### config.mk
export PLATFORM = sky130hd
export DESIGN_NAME = pwm_interrupt_and_clear_control
export DESIGN_NICKNAME = d
export VERILOG_FILES = /design/src/inc/pwm_irq_pkg.sv /design/src/rtl/pwm_interrupt_and_clear_control.sv
export SDC_FILE = /design/constraint.sdc
export NUM_CORES = 1
export LEC_CHECK = 0
export ABC_CLOCK_PERIOD_IN_PS = 2250
export BUFFER_PORTS_ARGS = -buffer_cell sky130_fd_sc_hd__clkbuf_2
export CORE_MARGIN = 4
export CORE_UTILIZATION = 49
export CTS_BUF_LIST = sky130_fd_sc_hd__clkbuf_8
export CTS_CLUSTER_SIZE = 16
export DETAILED_ROUTE_END_ITERATION = 10
export PLACE_DENSITY = 0.86
export SLEW_MARGIN = 25
export SYNTH_ARGS = -nofsm -noshare
export SYNTH_HDL_FRONTEND = slang
export SYNTH_SLANG_ARGS = --single-unit
### constraint.sdc
create_clock -name clk_in -period 2.25 [get_ports clk_in]
set_clock_uncertainty 0.1 [all_clocks]
set_input_delay 0.225 -clock clk_in [delete_from_list [all_inputs] [get_ports clk_in]]
set_output_delay 0.225 -clock clk_in [all_outputs]
set_load 0.02 [all_outputs]
### src/inc/pwm_irq_pkg.sv
// Purpose: shared constants and carriers of the pwm interrupt/clear block
// Assumes: four channels, 32-bit avalon-mm data, byte addresses
// Notes: own registers sit above the last counter readback register
package pwm_irq_pkg;
    // ====================================================
    // geometry
    localparam int NUM_CH = 4;
    localparam int CNT_W = 16;
    localparam int ADDR_W = 8;
    localparam int DATA_W = 32;

    // ====================================================
    // register offsets (byte addresses)
    localparam logic [ADDR_W-1:0] OFF_COUNTER_READBACK_0 = 8'h14;
    localparam logic [ADDR_W-1:0] OFF_COUNTER_READBACK_1 = 8'h20;
    localparam logic [ADDR_W-1:0] OFF_COUNTER_READBACK_2 = 8'h2c;
    localparam logic [ADDR_W-1:0] OFF_COUNTER_READBACK_3 = 8'h38;
    localparam logic [ADDR_W-1:0] OFF_CAPTURE_CLEAR_POLARITY = 8'h3c;
    localparam logic [ADDR_W-1:0] OFF_CHANNEL_INTERRUPT_ENABLE = 8'h40;
    localparam logic [ADDR_W-1:0] OFF_CHANNEL_INTERRUPT_FLAGS = 8'h44;
    localparam logic [ADDR_W-1:0] OFF_LATCH_INDICATORS = 8'h48;
    localparam logic [ADDR_W-1:0] OFF_EVENT_STATUS = 8'h4c;
    localparam logic [ADDR_W-1:0] OFF_EVENT_MASK = 8'h50;

    // ====================================================
    // field positions
    localparam int POS_CLEAR_POLARITY_SELECT = 0;
    localparam int POS_RISING_LATCH_INDICATOR = 0;
    localparam int POS_FALLING_LATCH_INDICATOR = 4;
    localparam int POS_EV_ZERO = 0;
    localparam int POS_EV_RISE = 4;
    localparam int POS_EV_FALL = 8;
    localparam int EV_W = 12;

    // ====================================================
    // reset values
    localparam logic RST_CLEAR_POLARITY = 1'b0;
    localparam logic [NUM_CH-1:0] RST_IRQ_ENABLE = 4'h0;
    localparam logic [NUM_CH-1:0] RST_IRQ_FLAGS = 4'h0;
    localparam logic [NUM_CH-1:0] RST_LATCH_IND = 4'h0;
    localparam logic [EV_W-1:0] RST_EVENTS = 12'h000;
    localparam logic [DATA_W-1:0] RST_READDATA = 32'h0000_0000;

    // ====================================================
    // carriers and states
    typedef struct packed {
        logic [NUM_CH-1:0] zero_reached;
        logic [NUM_CH-1:0] rise_latched;
        logic [NUM_CH-1:0] fall_latched;
    } chan_events_s;

    typedef logic [NUM_CH-1:0][CNT_W-1:0] counters_t;

    typedef enum logic [1:0] {
        BUS_IDLE = 2'b01,
        BUS_ACK = 2'b10
    } bus_state_e;
endpackage

### src/rtl/pwm_interrupt_and_clear_control.sv
// Purpose: interrupt enable/flags, capture latch indicators, counter readback
// Assumes: events and counter values come from logic on clk_in
// Notes: avalon-mm slave answers one cycle after taking a request
// Operation
// one bit picks whether writing 0 or writing 1 clears latch indicators.
// interrupt enable register holds one enable bit per channel, bit n.
// zero-reached sets channel flag bit n when its enable bit is one.
// writing 1 to a flag bit clears only that flag.
// each channel's 16-bit down counter value is readable by software.
// capture rising or falling latch sets that channel's latch indicator.
// group interrupt is high while any channel flag is set.
`timescale 1ns/100ps
module pwm_interrupt_and_clear_control
    import pwm_irq_pkg::*;
(
    input wire logic clk_in,
    input wire logic reset_in,
    input wire logic [ADDR_W-1:0] address_in,
    input wire logic read_in,
    input wire logic write_in,
    input wire logic [DATA_W-1:0] writedata_in,
    input wire logic [3:0] byteenable_in,
    output logic [DATA_W-1:0] readdata_out,
    output logic waitrequest_out,
    input wire chan_events_s events_in,
    input wire counters_t counters_in,
    output logic [NUM_CH-1:0] rising_latch_indicator_out,
    output logic [NUM_CH-1:0] falling_latch_indicator_out,
    output logic group_irq_out,
    output logic event_irq_out
);
    // ====================================================
    // state
    bus_state_e bus_state;
    logic clear_polarity_select;
    logic [NUM_CH-1:0] irq_enable;
    logic [NUM_CH-1:0] irq_flag;
    logic [NUM_CH-1:0] rising_latch_indicator;
    logic [NUM_CH-1:0] falling_latch_indicator;
    logic [EV_W-1:0] event_status;
    logic [EV_W-1:0] event_mask;
    logic [NUM_CH-1:0] next_irq_flag;
    logic [NUM_CH-1:0] next_rise_ind;
    logic [NUM_CH-1:0] next_fall_ind;
    logic [EV_W-1:0] next_event_status;
    logic [NUM_CH-1:0] flag_set;
    logic [EV_W-1:0] event_pulses;
    logic wr_commit;
    logic rd_commit;
    logic lane0;
    logic [DATA_W-1:0] read_value;

    function automatic logic hit(input logic [ADDR_W-1:0] a,
                                 input logic [ADDR_W-1:0] off);
        hit = (a == off);
    endfunction

    // commit happens at the edge where the master sees waitrequest low
    assign wr_commit = write_in && !waitrequest_out;
    assign rd_commit = read_in && !waitrequest_out;
    assign lane0 = byteenable_in[0];

    // ====================================================
    // bus handshake
    always_ff @(posedge clk_in) begin
        if (reset_in) begin
            bus_state <= BUS_IDLE;
            waitrequest_out <= 1'b1;
        end else begin
            case (bus_state)
                BUS_IDLE: begin
                    if (read_in || write_in) begin
                        bus_state <= BUS_ACK;
                        waitrequest_out <= 1'b0;
                    end
                end
                BUS_ACK: begin
                    bus_state <= BUS_IDLE;
                    waitrequest_out <= 1'b1;
                end
                default: begin
                    bus_state <= BUS_IDLE;
                    waitrequest_out <= 1'b1;
                end
            endcase
        end
    end

    // ====================================================
    // read mux
    always_comb begin
        read_value = RST_READDATA;
        if (hit(address_in, OFF_COUNTER_READBACK_0)) begin
            read_value[CNT_W-1:0] = counters_in[0];
        end else if (hit(address_in, OFF_COUNTER_READBACK_1)) begin
            read_value[CNT_W-1:0] = counters_in[1];
        end else if (hit(address_in, OFF_COUNTER_READBACK_2)) begin
            read_value[CNT_W-1:0] = counters_in[2];
        end else if (hit(address_in, OFF_COUNTER_READBACK_3)) begin
            read_value[CNT_W-1:0] = counters_in[3];
        end else if (hit(address_in, OFF_CAPTURE_CLEAR_POLARITY)) begin
            read_value[POS_CLEAR_POLARITY_SELECT] = clear_polarity_select;
        end else if (hit(address_in, OFF_CHANNEL_INTERRUPT_ENABLE)) begin
            read_value[NUM_CH-1:0] = irq_enable;
        end else if (hit(address_in, OFF_CHANNEL_INTERRUPT_FLAGS)) begin
            read_value[NUM_CH-1:0] = irq_flag;
        end else if (hit(address_in, OFF_LATCH_INDICATORS)) begin
            read_value[POS_RISING_LATCH_INDICATOR +: NUM_CH] =
                rising_latch_indicator;
            read_value[POS_FALLING_LATCH_INDICATOR +: NUM_CH] =
                falling_latch_indicator;
        end else if (hit(address_in, OFF_EVENT_STATUS)) begin
            read_value[EV_W-1:0] = event_status;
        end else if (hit(address_in, OFF_EVENT_MASK)) begin
            read_value[EV_W-1:0] = event_mask;
        end
    end

    // readdata sampled as waitrequest drops, held through the commit edge
    always_ff @(posedge clk_in) begin
        if (reset_in) begin
            readdata_out <= RST_READDATA;
        end else if (bus_state == BUS_IDLE && read_in) begin
            readdata_out <= read_value;
        end
    end

    // ====================================================
    // control registers
    always_ff @(posedge clk_in) begin
        if (reset_in) begin
            clear_polarity_select <= RST_CLEAR_POLARITY;
            irq_enable <= RST_IRQ_ENABLE;
            event_mask <= RST_EVENTS;
        end else if (wr_commit && lane0) begin
            if (hit(address_in, OFF_CAPTURE_CLEAR_POLARITY)) begin
                clear_polarity_select <=
                    writedata_in[POS_CLEAR_POLARITY_SELECT];
            end else if (hit(address_in, OFF_CHANNEL_INTERRUPT_ENABLE)) begin
                irq_enable <= writedata_in[NUM_CH-1:0];
            end else if (hit(address_in, OFF_EVENT_MASK)) begin
                event_mask <= writedata_in[EV_W-1:0];
            end
        end
    end

    // ====================================================
    // channel flags; a set in the clearing cycle wins
    assign flag_set = events_in.zero_reached & irq_enable;
    always_comb begin
        next_irq_flag = irq_flag;
        if (wr_commit && lane0 &&
            hit(address_in, OFF_CHANNEL_INTERRUPT_FLAGS)) begin
            next_irq_flag = irq_flag & ~writedata_in[NUM_CH-1:0];
        end
        next_irq_flag = next_irq_flag | flag_set;
    end

    always_ff @(posedge clk_in) begin
        if (reset_in) begin
            irq_flag <= RST_IRQ_FLAGS;
            group_irq_out <= 1'b0;
        end else begin
            irq_flag <= next_irq_flag;
            group_irq_out <= |next_irq_flag;
        end
    end

    // ====================================================
    // capture latch indicators, clear polarity chosen by software
    always_comb begin
        next_rise_ind = rising_latch_indicator;
        next_fall_ind = falling_latch_indicator;
        if (wr_commit && lane0 && hit(address_in, OFF_LATCH_INDICATORS)) begin
            if (clear_polarity_select) begin
                next_rise_ind = rising_latch_indicator &
                    ~writedata_in[POS_RISING_LATCH_INDICATOR +: NUM_CH];
                next_fall_ind = falling_latch_indicator &
                    ~writedata_in[POS_FALLING_LATCH_INDICATOR +: NUM_CH];
            end else begin
                next_rise_ind = rising_latch_indicator &
                    writedata_in[POS_RISING_LATCH_INDICATOR +: NUM_CH];
                next_fall_ind = falling_latch_indicator &
                    writedata_in[POS_FALLING_LATCH_INDICATOR +: NUM_CH];
            end
        end
        next_rise_ind = next_rise_ind | events_in.rise_latched;
        next_fall_ind = next_fall_ind | events_in.fall_latched;
    end

    always_ff @(posedge clk_in) begin
        if (reset_in) begin
            rising_latch_indicator <= RST_LATCH_IND;
            falling_latch_indicator <= RST_LATCH_IND;
            rising_latch_indicator_out <= RST_LATCH_IND;
            falling_latch_indicator_out <= RST_LATCH_IND;
        end else begin
            rising_latch_indicator <= next_rise_ind;
            falling_latch_indicator <= next_fall_ind;
            rising_latch_indicator_out <= next_rise_ind;
            falling_latch_indicator_out <= next_fall_ind;
        end
    end

    // ====================================================
    // sticky event status, cleared by reading it
    assign event_pulses[POS_EV_ZERO +: NUM_CH] = events_in.zero_reached;
    assign event_pulses[POS_EV_RISE +: NUM_CH] = events_in.rise_latched;
    assign event_pulses[POS_EV_FALL +: NUM_CH] = events_in.fall_latched;
    always_comb begin
        next_event_status = event_status;
        if (rd_commit && hit(address_in, OFF_EVENT_STATUS)) begin
            next_event_status = RST_EVENTS;
        end
        next_event_status = next_event_status | event_pulses;
    end

    always_ff @(posedge clk_in) begin
        if (reset_in) begin
            event_status <= RST_EVENTS;
            event_irq_out <= 1'b0;
        end else begin
            event_status <= next_event_status;
            event_irq_out <= |(next_event_status & event_mask);
        end
    end

    // ====================================================
    // checks
    logic [CNT_W-1:0] counter0;
    assign counter0 = counters_in[0];

    property p_polarity_zero_clear;
        @(posedge clk_in) disable iff (reset_in)
        (wr_commit && lane0 && hit(address_in, OFF_LATCH_INDICATORS) &&
         !clear_polarity_select && !writedata_in[0] &&
         !events_in.rise_latched[0]) |=> !rising_latch_indicator[0];
    endproperty
    a_polarity_zero_clear: assert property (p_polarity_zero_clear)
        else $error("latch indicator not cleared by writing zero");

    property p_enable_write;
        @(posedge clk_in) disable iff (reset_in)
        (wr_commit && lane0 && hit(address_in, OFF_CHANNEL_INTERRUPT_ENABLE))
        |=> (irq_enable == $past(writedata_in[NUM_CH-1:0]));
    endproperty
    a_enable_write: assert property (p_enable_write)
        else $error("interrupt enable did not take written value");

    property p_flag_set;
        @(posedge clk_in) disable iff (reset_in)
        (events_in.zero_reached[2] && irq_enable[2]) |=> irq_flag[2]
            ##1 (irq_flag[2] || $past(wr_commit));
    endproperty
    a_flag_set: assert property (p_flag_set)
        else $error("enabled zero-reached did not set its flag");

    property p_flag_w1c;
        @(posedge clk_in) disable iff (reset_in)
        (wr_commit && lane0 && hit(address_in, OFF_CHANNEL_INTERRUPT_FLAGS) &&
         writedata_in[0] && !writedata_in[1] && !flag_set[0])
        |=> (!irq_flag[0] && (irq_flag[1] || !$past(irq_flag[1])));
    endproperty
    a_flag_w1c: assert property (p_flag_w1c)
        else $error("flag write-one-to-clear misbehaved");

    property p_counter_read;
        @(posedge clk_in) disable iff (reset_in)
        (bus_state == BUS_IDLE && read_in &&
         hit(address_in, OFF_COUNTER_READBACK_0))
        |=> (readdata_out == {16'h0000, $past(counter0)}) && !waitrequest_out;
    endproperty
    a_counter_read: assert property (p_counter_read)
        else $error("counter readback wrong");

    property p_latch_set;
        @(posedge clk_in) disable iff (reset_in)
        events_in.fall_latched[1] |=> falling_latch_indicator[1] &&
            falling_latch_indicator_out[1];
    endproperty
    a_latch_set: assert property (p_latch_set)
        else $error("capture latch did not set indicator");

    property p_group_irq;
        @(posedge clk_in) disable iff (reset_in)
        group_irq_out == (irq_flag != 4'h0);
    endproperty
    a_group_irq: assert property (p_group_irq)
        else $error("group interrupt disagrees with flags");

    property p_event_irq;
        @(posedge clk_in) disable iff (reset_in)
        events_in.zero_reached[0] && event_mask[POS_EV_ZERO] &&
        !(wr_commit && hit(address_in, OFF_EVENT_MASK)) |=> event_irq_out;
    endproperty
    a_event_irq: assert property (p_event_irq)
        else $error("masked-in event did not raise interrupt");
endmodule // pwm_interrupt_and_clear_control

* After elaboration in Yosys (flattened, before gate mapping)
Cells that the tools add are included.
** Word-level totals
- Bits of input ports :: 124
- Memory bits (writable) :: 0
- Bits in registers :: 62
- Word-level logic and storage cells :: 75
- Memories kept :: 0
- Output and inout bits :: 43
- Memory bits (read-only) :: 0
- Bits in latches :: 0
** Cells by class
- Reduce and logical (&&, ||, !) cells :: 15
- Bitwise operators :: 16
- Mux-type cells :: 21
- $add $sub $neg :: 0
- Div/mod/pow operators :: 0
- Shifts and indexed selects :: 0
- Equality and inequality tests :: 11
- Multipliers :: 0
- Magnitude comparators :: 0
** Operators by type and width (number)
- 12-bit 2-to-1 mux :: 4
- 16-bit 2-to-1 mux :: 3
- 8-bit by 7-bit equality test with 1-bit output (second input constant) :: 5
- 4-bit 2-to-1 mux :: 9
- 8-bit by 6-bit equality test with 1-bit output (second input constant) :: 4
- 4-bit AND :: 6
- 8-bit 2-to-1 mux :: 3
- 12-bit AND :: 1
- 12-bit bitwise OR :: 1
- 4-bit bitwise OR :: 3
- 12-bit OR reduction :: 1
- 11-bit 2-to-1 mux :: 1
- 8-bit by 5-bit equality test with 1-bit output (second input constant) :: 1
- 4-bit NOT :: 2
- 1-bit logical AND :: 7
- 4-bit AND reduction :: 1
- 4-bit OR reduction :: 1
- 1-bit NOT :: 3
- 3-bit AND reduction :: 1
- 2-bit by 1-bit equality test with 1-bit output (second input constant) :: 1
- 2-bit AND reduction :: 1
- 2-bit OR reduction :: 1
- 1-bit logical NOT :: 1
- 1-bit logical OR :: 1
- 1-bit 2-to-1 mux :: 1

* Logic depth before layout (Yosys ltp)
- Depth after elaboration :: 11
- Gate-level depth with buffers :: 8
- Mapped depth without buffers :: 5

* Worst setup path before layout
Ideal clock, no wire load.
- Path kind :: input port to flip-flop
- Start :: in address_in[2]
- End :: reg readdata_out[12]
- Buffers on the path :: 2
- Required time :: 2.076 ns
- Data arrival time :: 1.650 ns
- Setup time :: 0.074 ns
- Stages on the path :: 7
- Slack :: 0.426 ns
- Cells stage by stage :: buf_6 -> or4_4 -> nor3_4 -> buf_6 -> a221oi_1 -> o21a_1 -> nor3_2
** Between the ends
- Cells in the longest elaborated chain, start to end :: 5
- Elaborated cells on any way between the ends :: 8
- Classes of those cells :: eq/ne (4); mux (4)
** Ends and longest elaborated chain
- start, declared :: RTL line pwm_interrupt_and_clear_control.sv:18 : input wire logic [ADDR_W-1:0] address_in,
- 8-bit by 6-bit equality test with 1-bit output :: RTL line pwm_interrupt_and_clear_control.sv:55 : hit = (a == off);
- 4-bit 2-to-1 mux :: RTL line pwm_interrupt_and_clear_control.sv:99 : end else if (hit(address_in, OFF_COUNTER_READBACK_3)) begin
- 16-bit 2-to-1 mux :: RTL line pwm_interrupt_and_clear_control.sv:97 : end else if (hit(address_in, OFF_COUNTER_READBACK_2)) begin
- 16-bit 2-to-1 mux :: RTL line pwm_interrupt_and_clear_control.sv:95 : end else if (hit(address_in, OFF_COUNTER_READBACK_1)) begin
- 16-bit 2-to-1 mux (*) :: RTL line pwm_interrupt_and_clear_control.sv:93 : if (hit(address_in, OFF_COUNTER_READBACK_0)) begin
- end signal, assigned :: RTL line pwm_interrupt_and_clear_control.sv:124 : readdata_out <= read_value;
- end, declared :: RTL line pwm_interrupt_and_clear_control.sv:23 : output logic [DATA_W-1:0] readdata_out,
Every way passes the cells marked *; elsewhere a longest branch is shown, timed or not.
A chain may end at the register's enable or synchronous reset.

* Final worst setup path
- Start :: in address_in[5]
- End :: reg group_irq_out
** Between the ends
- Cells in the longest elaborated chain, start to end :: 5
** Ends and longest elaborated chain
- 8-bit by 7-bit equality test with 1-bit output :: RTL line pwm_interrupt_and_clear_control.sv:55
- 1-bit logical AND :: RTL line pwm_interrupt_and_clear_control.sv:152 : if (wr_commit && lane0 &&
- 4-bit 2-to-1 mux :: RTL line pwm_interrupt_and_clear_control.sv:152
- 4-bit bitwise OR :: RTL line pwm_interrupt_and_clear_control.sv:156 : next_irq_flag = next_irq_flag | flag_set;
- 4-bit OR reduction :: RTL line pwm_interrupt_and_clear_control.sv:165 : group_irq_out <= |next_irq_flag;
- end signal, assigned :: RTL line pwm_interrupt_and_clear_control.sv:165
- end, declared :: RTL line pwm_interrupt_and_clear_control.sv:29 : output logic group_irq_out,
Every way passes these cells.

==> impl_metrics.yaml <==
outcome:
  status: "finished, final reports clean"
clock_tree:
  htreeDepth: 3
  cts_setup_buffers: 0
  cts_resized: 0
  cts_buffers: 9
  clk_pin_slew_worst_paths_ns: 0.07
  cts_max_path_buffers: 2
  cts_sinks: 61
  cts_tree: "built"
  cts-root-buf: "clkbuf_8"
  clkLatencyLatePin_ns: 0.35
  postCtsHoldBufs: 0
floorplan:
  dieWidth_um: 94.76
  fp-row-count: 31
  die_h_um: 94.76
  dieArea_mm2: 0.008979
  ios: 167
  core_mm2: 0.007292
  start_util: 0.5058
synthesis:
  synthTopCellsByArea: "dfxtp_1 33%, a21oi_1 6.1%, nor2_1 5.1%"
  synthFlopType: "dfxtp_1"
  yosysWarnings: 0
  synth_async_sr_flop_share: 0
  yosys.cell_types.count: 64
  ys_seq_elements: 61
  ys_seq_area_frac: 0.3311
  syn_inst: 458
  synth.most_common_cell: "dfxtp_1"
  synth.top_cell.area_share: 0.3311
  synth_enable_flop_cells: 0
  yosysTopAreaCell: "dfxtp_1"
  synth_area_mm2: 0.003689
  avgSynthCellArea_um2: 8.054
  netlist_top_cells_count: "61 x dfxtp_1, 50 x nor2_1, 45 x a21oi_1"
global_route:
  grt_max_degree: 44
  grt_pass1_wl_um: 19930
  grt_util_all_layers: 0.2850
  antenna_found_initial: 0
  grt_pass1_vias: 4023
  grt-ovfl-total: 0
critical_path:
  critPathMaxStageDelay_ns: 0.69
  cp_max_fo: 7
  cp_cell_sequence: "clkbuf_2, or4b_1, nor4_4, nand2_1, a22oi_1, a41oi_1"
  slowest_stage: "or4b_1"
  critPathKind: "in -> reg"
  endpoint_kind: "flip-flop"
  crit_required_ns: 2.36
  cp-start-kind: "primary input"
  worstPathArrival_ns: 1.95
  ff2ff_setup_slack_ns: 0.44
pwr:
  p_int_uw: 1776
  leakage_uw: 0.002043
  p_comb_frac: 0.186
  irDropWorstVdd_uv: 328.2
  p_seq_frac: 0.455
  power.switching_uw: 792.0
  pwr-share-clk: 0.358
  pwr_density_cell_mw_per_mm2: 552.8
  swShare: 0.3084
timing:
  finalHoldViolations: 0
  worst_slew_pin_slew_ns: 0.5612
  layout_min_cycle_time_ns: 1.840
  max_freq_ghz: 0.5435
  rsz0062_at_grt: "no"
  finalSetupTns_ns: 0
  setup_viol: 0
  slew_headroom: 0.6251
  finalCritPeriodShare: 0.8178
  slew_viol_final: 0
routing:
  dr.pass1.iters: 5
  wirelength_um: 12730
  drt-wirelength-per-cell_um: 18.37
  vias: 4242
  ant_nets: 0
  drc: 0
  drt-initial-drc-count: 458
  via_per_inst: 6.121
placement:
  place.gp.congestion: 0.9592
  port_buffers: 127
  hpwl_um: 10030
  placed_area_mm2: 0.004459
layout:
  syn2layout_area_growth_pct: 25.95
  design_area_mm2: 0.004646
  drive_above_1_share: 0.3148
  num-nets-final: 713
  antennaDiodeCount: 0
worst_hold_path:
  min-delay-path-class: "in -> reg"
run:
  maxCapViolCount: 0
==> cell families after synthesis <==
group,Yosys count,synth area share
compound gates,166,0.3039
simple gates,148,0.2235
flops,61,0.3311
buf+inv,61,0.08616
mux,13,0.03528
xor+xnor,8,0.01900
other cells,1,0.001017
==> final cells by class <==
| type | count | area (µm²) |
|---|---|---|
| clock inverter | 5 | 35.03 |
| sequential | 61 | 1221 |
| tap | 99 | 123.9 |
| timing repair buffer | 154 | 863.3 |
| inverter | 12 | 45.04 |
| clock buffer | 11 | 151.4 |
| fill | 696 | 2646 |
| multi-input combinational | 351 | 2206 |
==> registers in the layout, indices dropped and copies added (netlist names) <==
signal,cells
event_status,12
group_irq_out,1
irq_flag,4
bus_state,2
irq_enable,4
event_mask,12
falling_latch_indicator,4
event_irq_out,1
readdata_out,16
clear_polarity_select,1
rising_latch_indicator,4
==> metrics by stage <==
stage / cells / total power [µW] / setup slack, ns / util / hold WS (ns)
floorplan: 473 / 1466 / 0.4261 / - / 0.2424
detailed placement: 677 / 1663 / 0.06661 / 0.6115 / 0.3725
global route: 693 / 2674 / 0.2790 / 0.6371 / 0.02232
finish: 693 / 2568 / 0.4100 / 0.6371 / 0.007174
global placement: 677 / 1650 / 0.1309 / 0.6115 / 0.3571
CTS: 693 / 2567 / 0.4330 / 0.6371 / 0.009857
==> metal layers <==
| metal | share of wire | vias to the layer above | track usage |
|---|---|---|---|
| met3 | 0.10 | 39 | 0.06056 |
| met2 | 0.47 | 261 | 0.4768 |
| li1 | - | 1944 | - |
| met4 | 0.026 | 0 | 0.09255 |
| met5 | 0 | - | 0 |
| met1 | 0.40 | 1998 | 0.3645 |
==> power groups by stage <==
| stage | Clock [µW] | Combinational (µW) | Sequential [µW] |
|---|---|---|---|
| 2_1_floorplan | 0 | 247 | 1220 |
| 3_3_place_gp | 0 | 460 | 1190 |
| 3_5_place_dp | 0 | 470 | 1190 |
| 4_1_cts | 927 | 473 | 1170 |
| 5_1_grt | 978 | 522 | 1170 |
| 6_report | 920 | 479 | 1170 |
==> cell usage in the layout, fill, tap and decap left out, types with 4 or more instances in the layout <==
cell,Yosys,layout
inv_1,12,12
nand2_1,28,28
a22oi_1,14,14
o211ai_1,4,4
dfxtp_1,61,61
conb_1,1,16
a22o_1,5,5
xor2_1,8,8
a21o_1,7,7
nand3b_1,6,6
nor2_1,50,50
o21a_1,4,4
clkbuf_2,0,127
nand4_1,6,6
a21oi_1,45,45
buf_4,17,25
a221o_1,6,6
nor3_1,5,5
o22ai_1,4,4
clkbuf_8,0,11
a221oi_1,17,17
nor3b_1,4,4
o21ai_0,31,31
a211oi_1,10,10
nor3_2,5,5
mux2i_1,13,13
nand3_1,12,12
==> worst paths after layout <==
path | start | depth (start not counted) | to
setup / recovery | address_in[5] | 6 | group_irq_out$_SDFF_PP0_
hold / removal | writedata_in[8] | 3 | event_mask[8]$_SDFFE_PP0P_
setup reg to reg | bus_state[0]$_SDFFE_PP1P_ | 4 | readdata_out[2]$_SDFFE_PP0P_
hold reg to reg | readdata_out[4]$_SDFFE_PP0P_ | 2 | readdata_out[4]$_SDFFE_PP0P_
==> worst max-delay path, delay by kind of cell <==
family | cells | cell delay (ns)
buf+inv | 1 | 0.13
compound gates | 2 | 0.40
simple gates | 3 | 1.19
(Power assumes the default switching activity.)
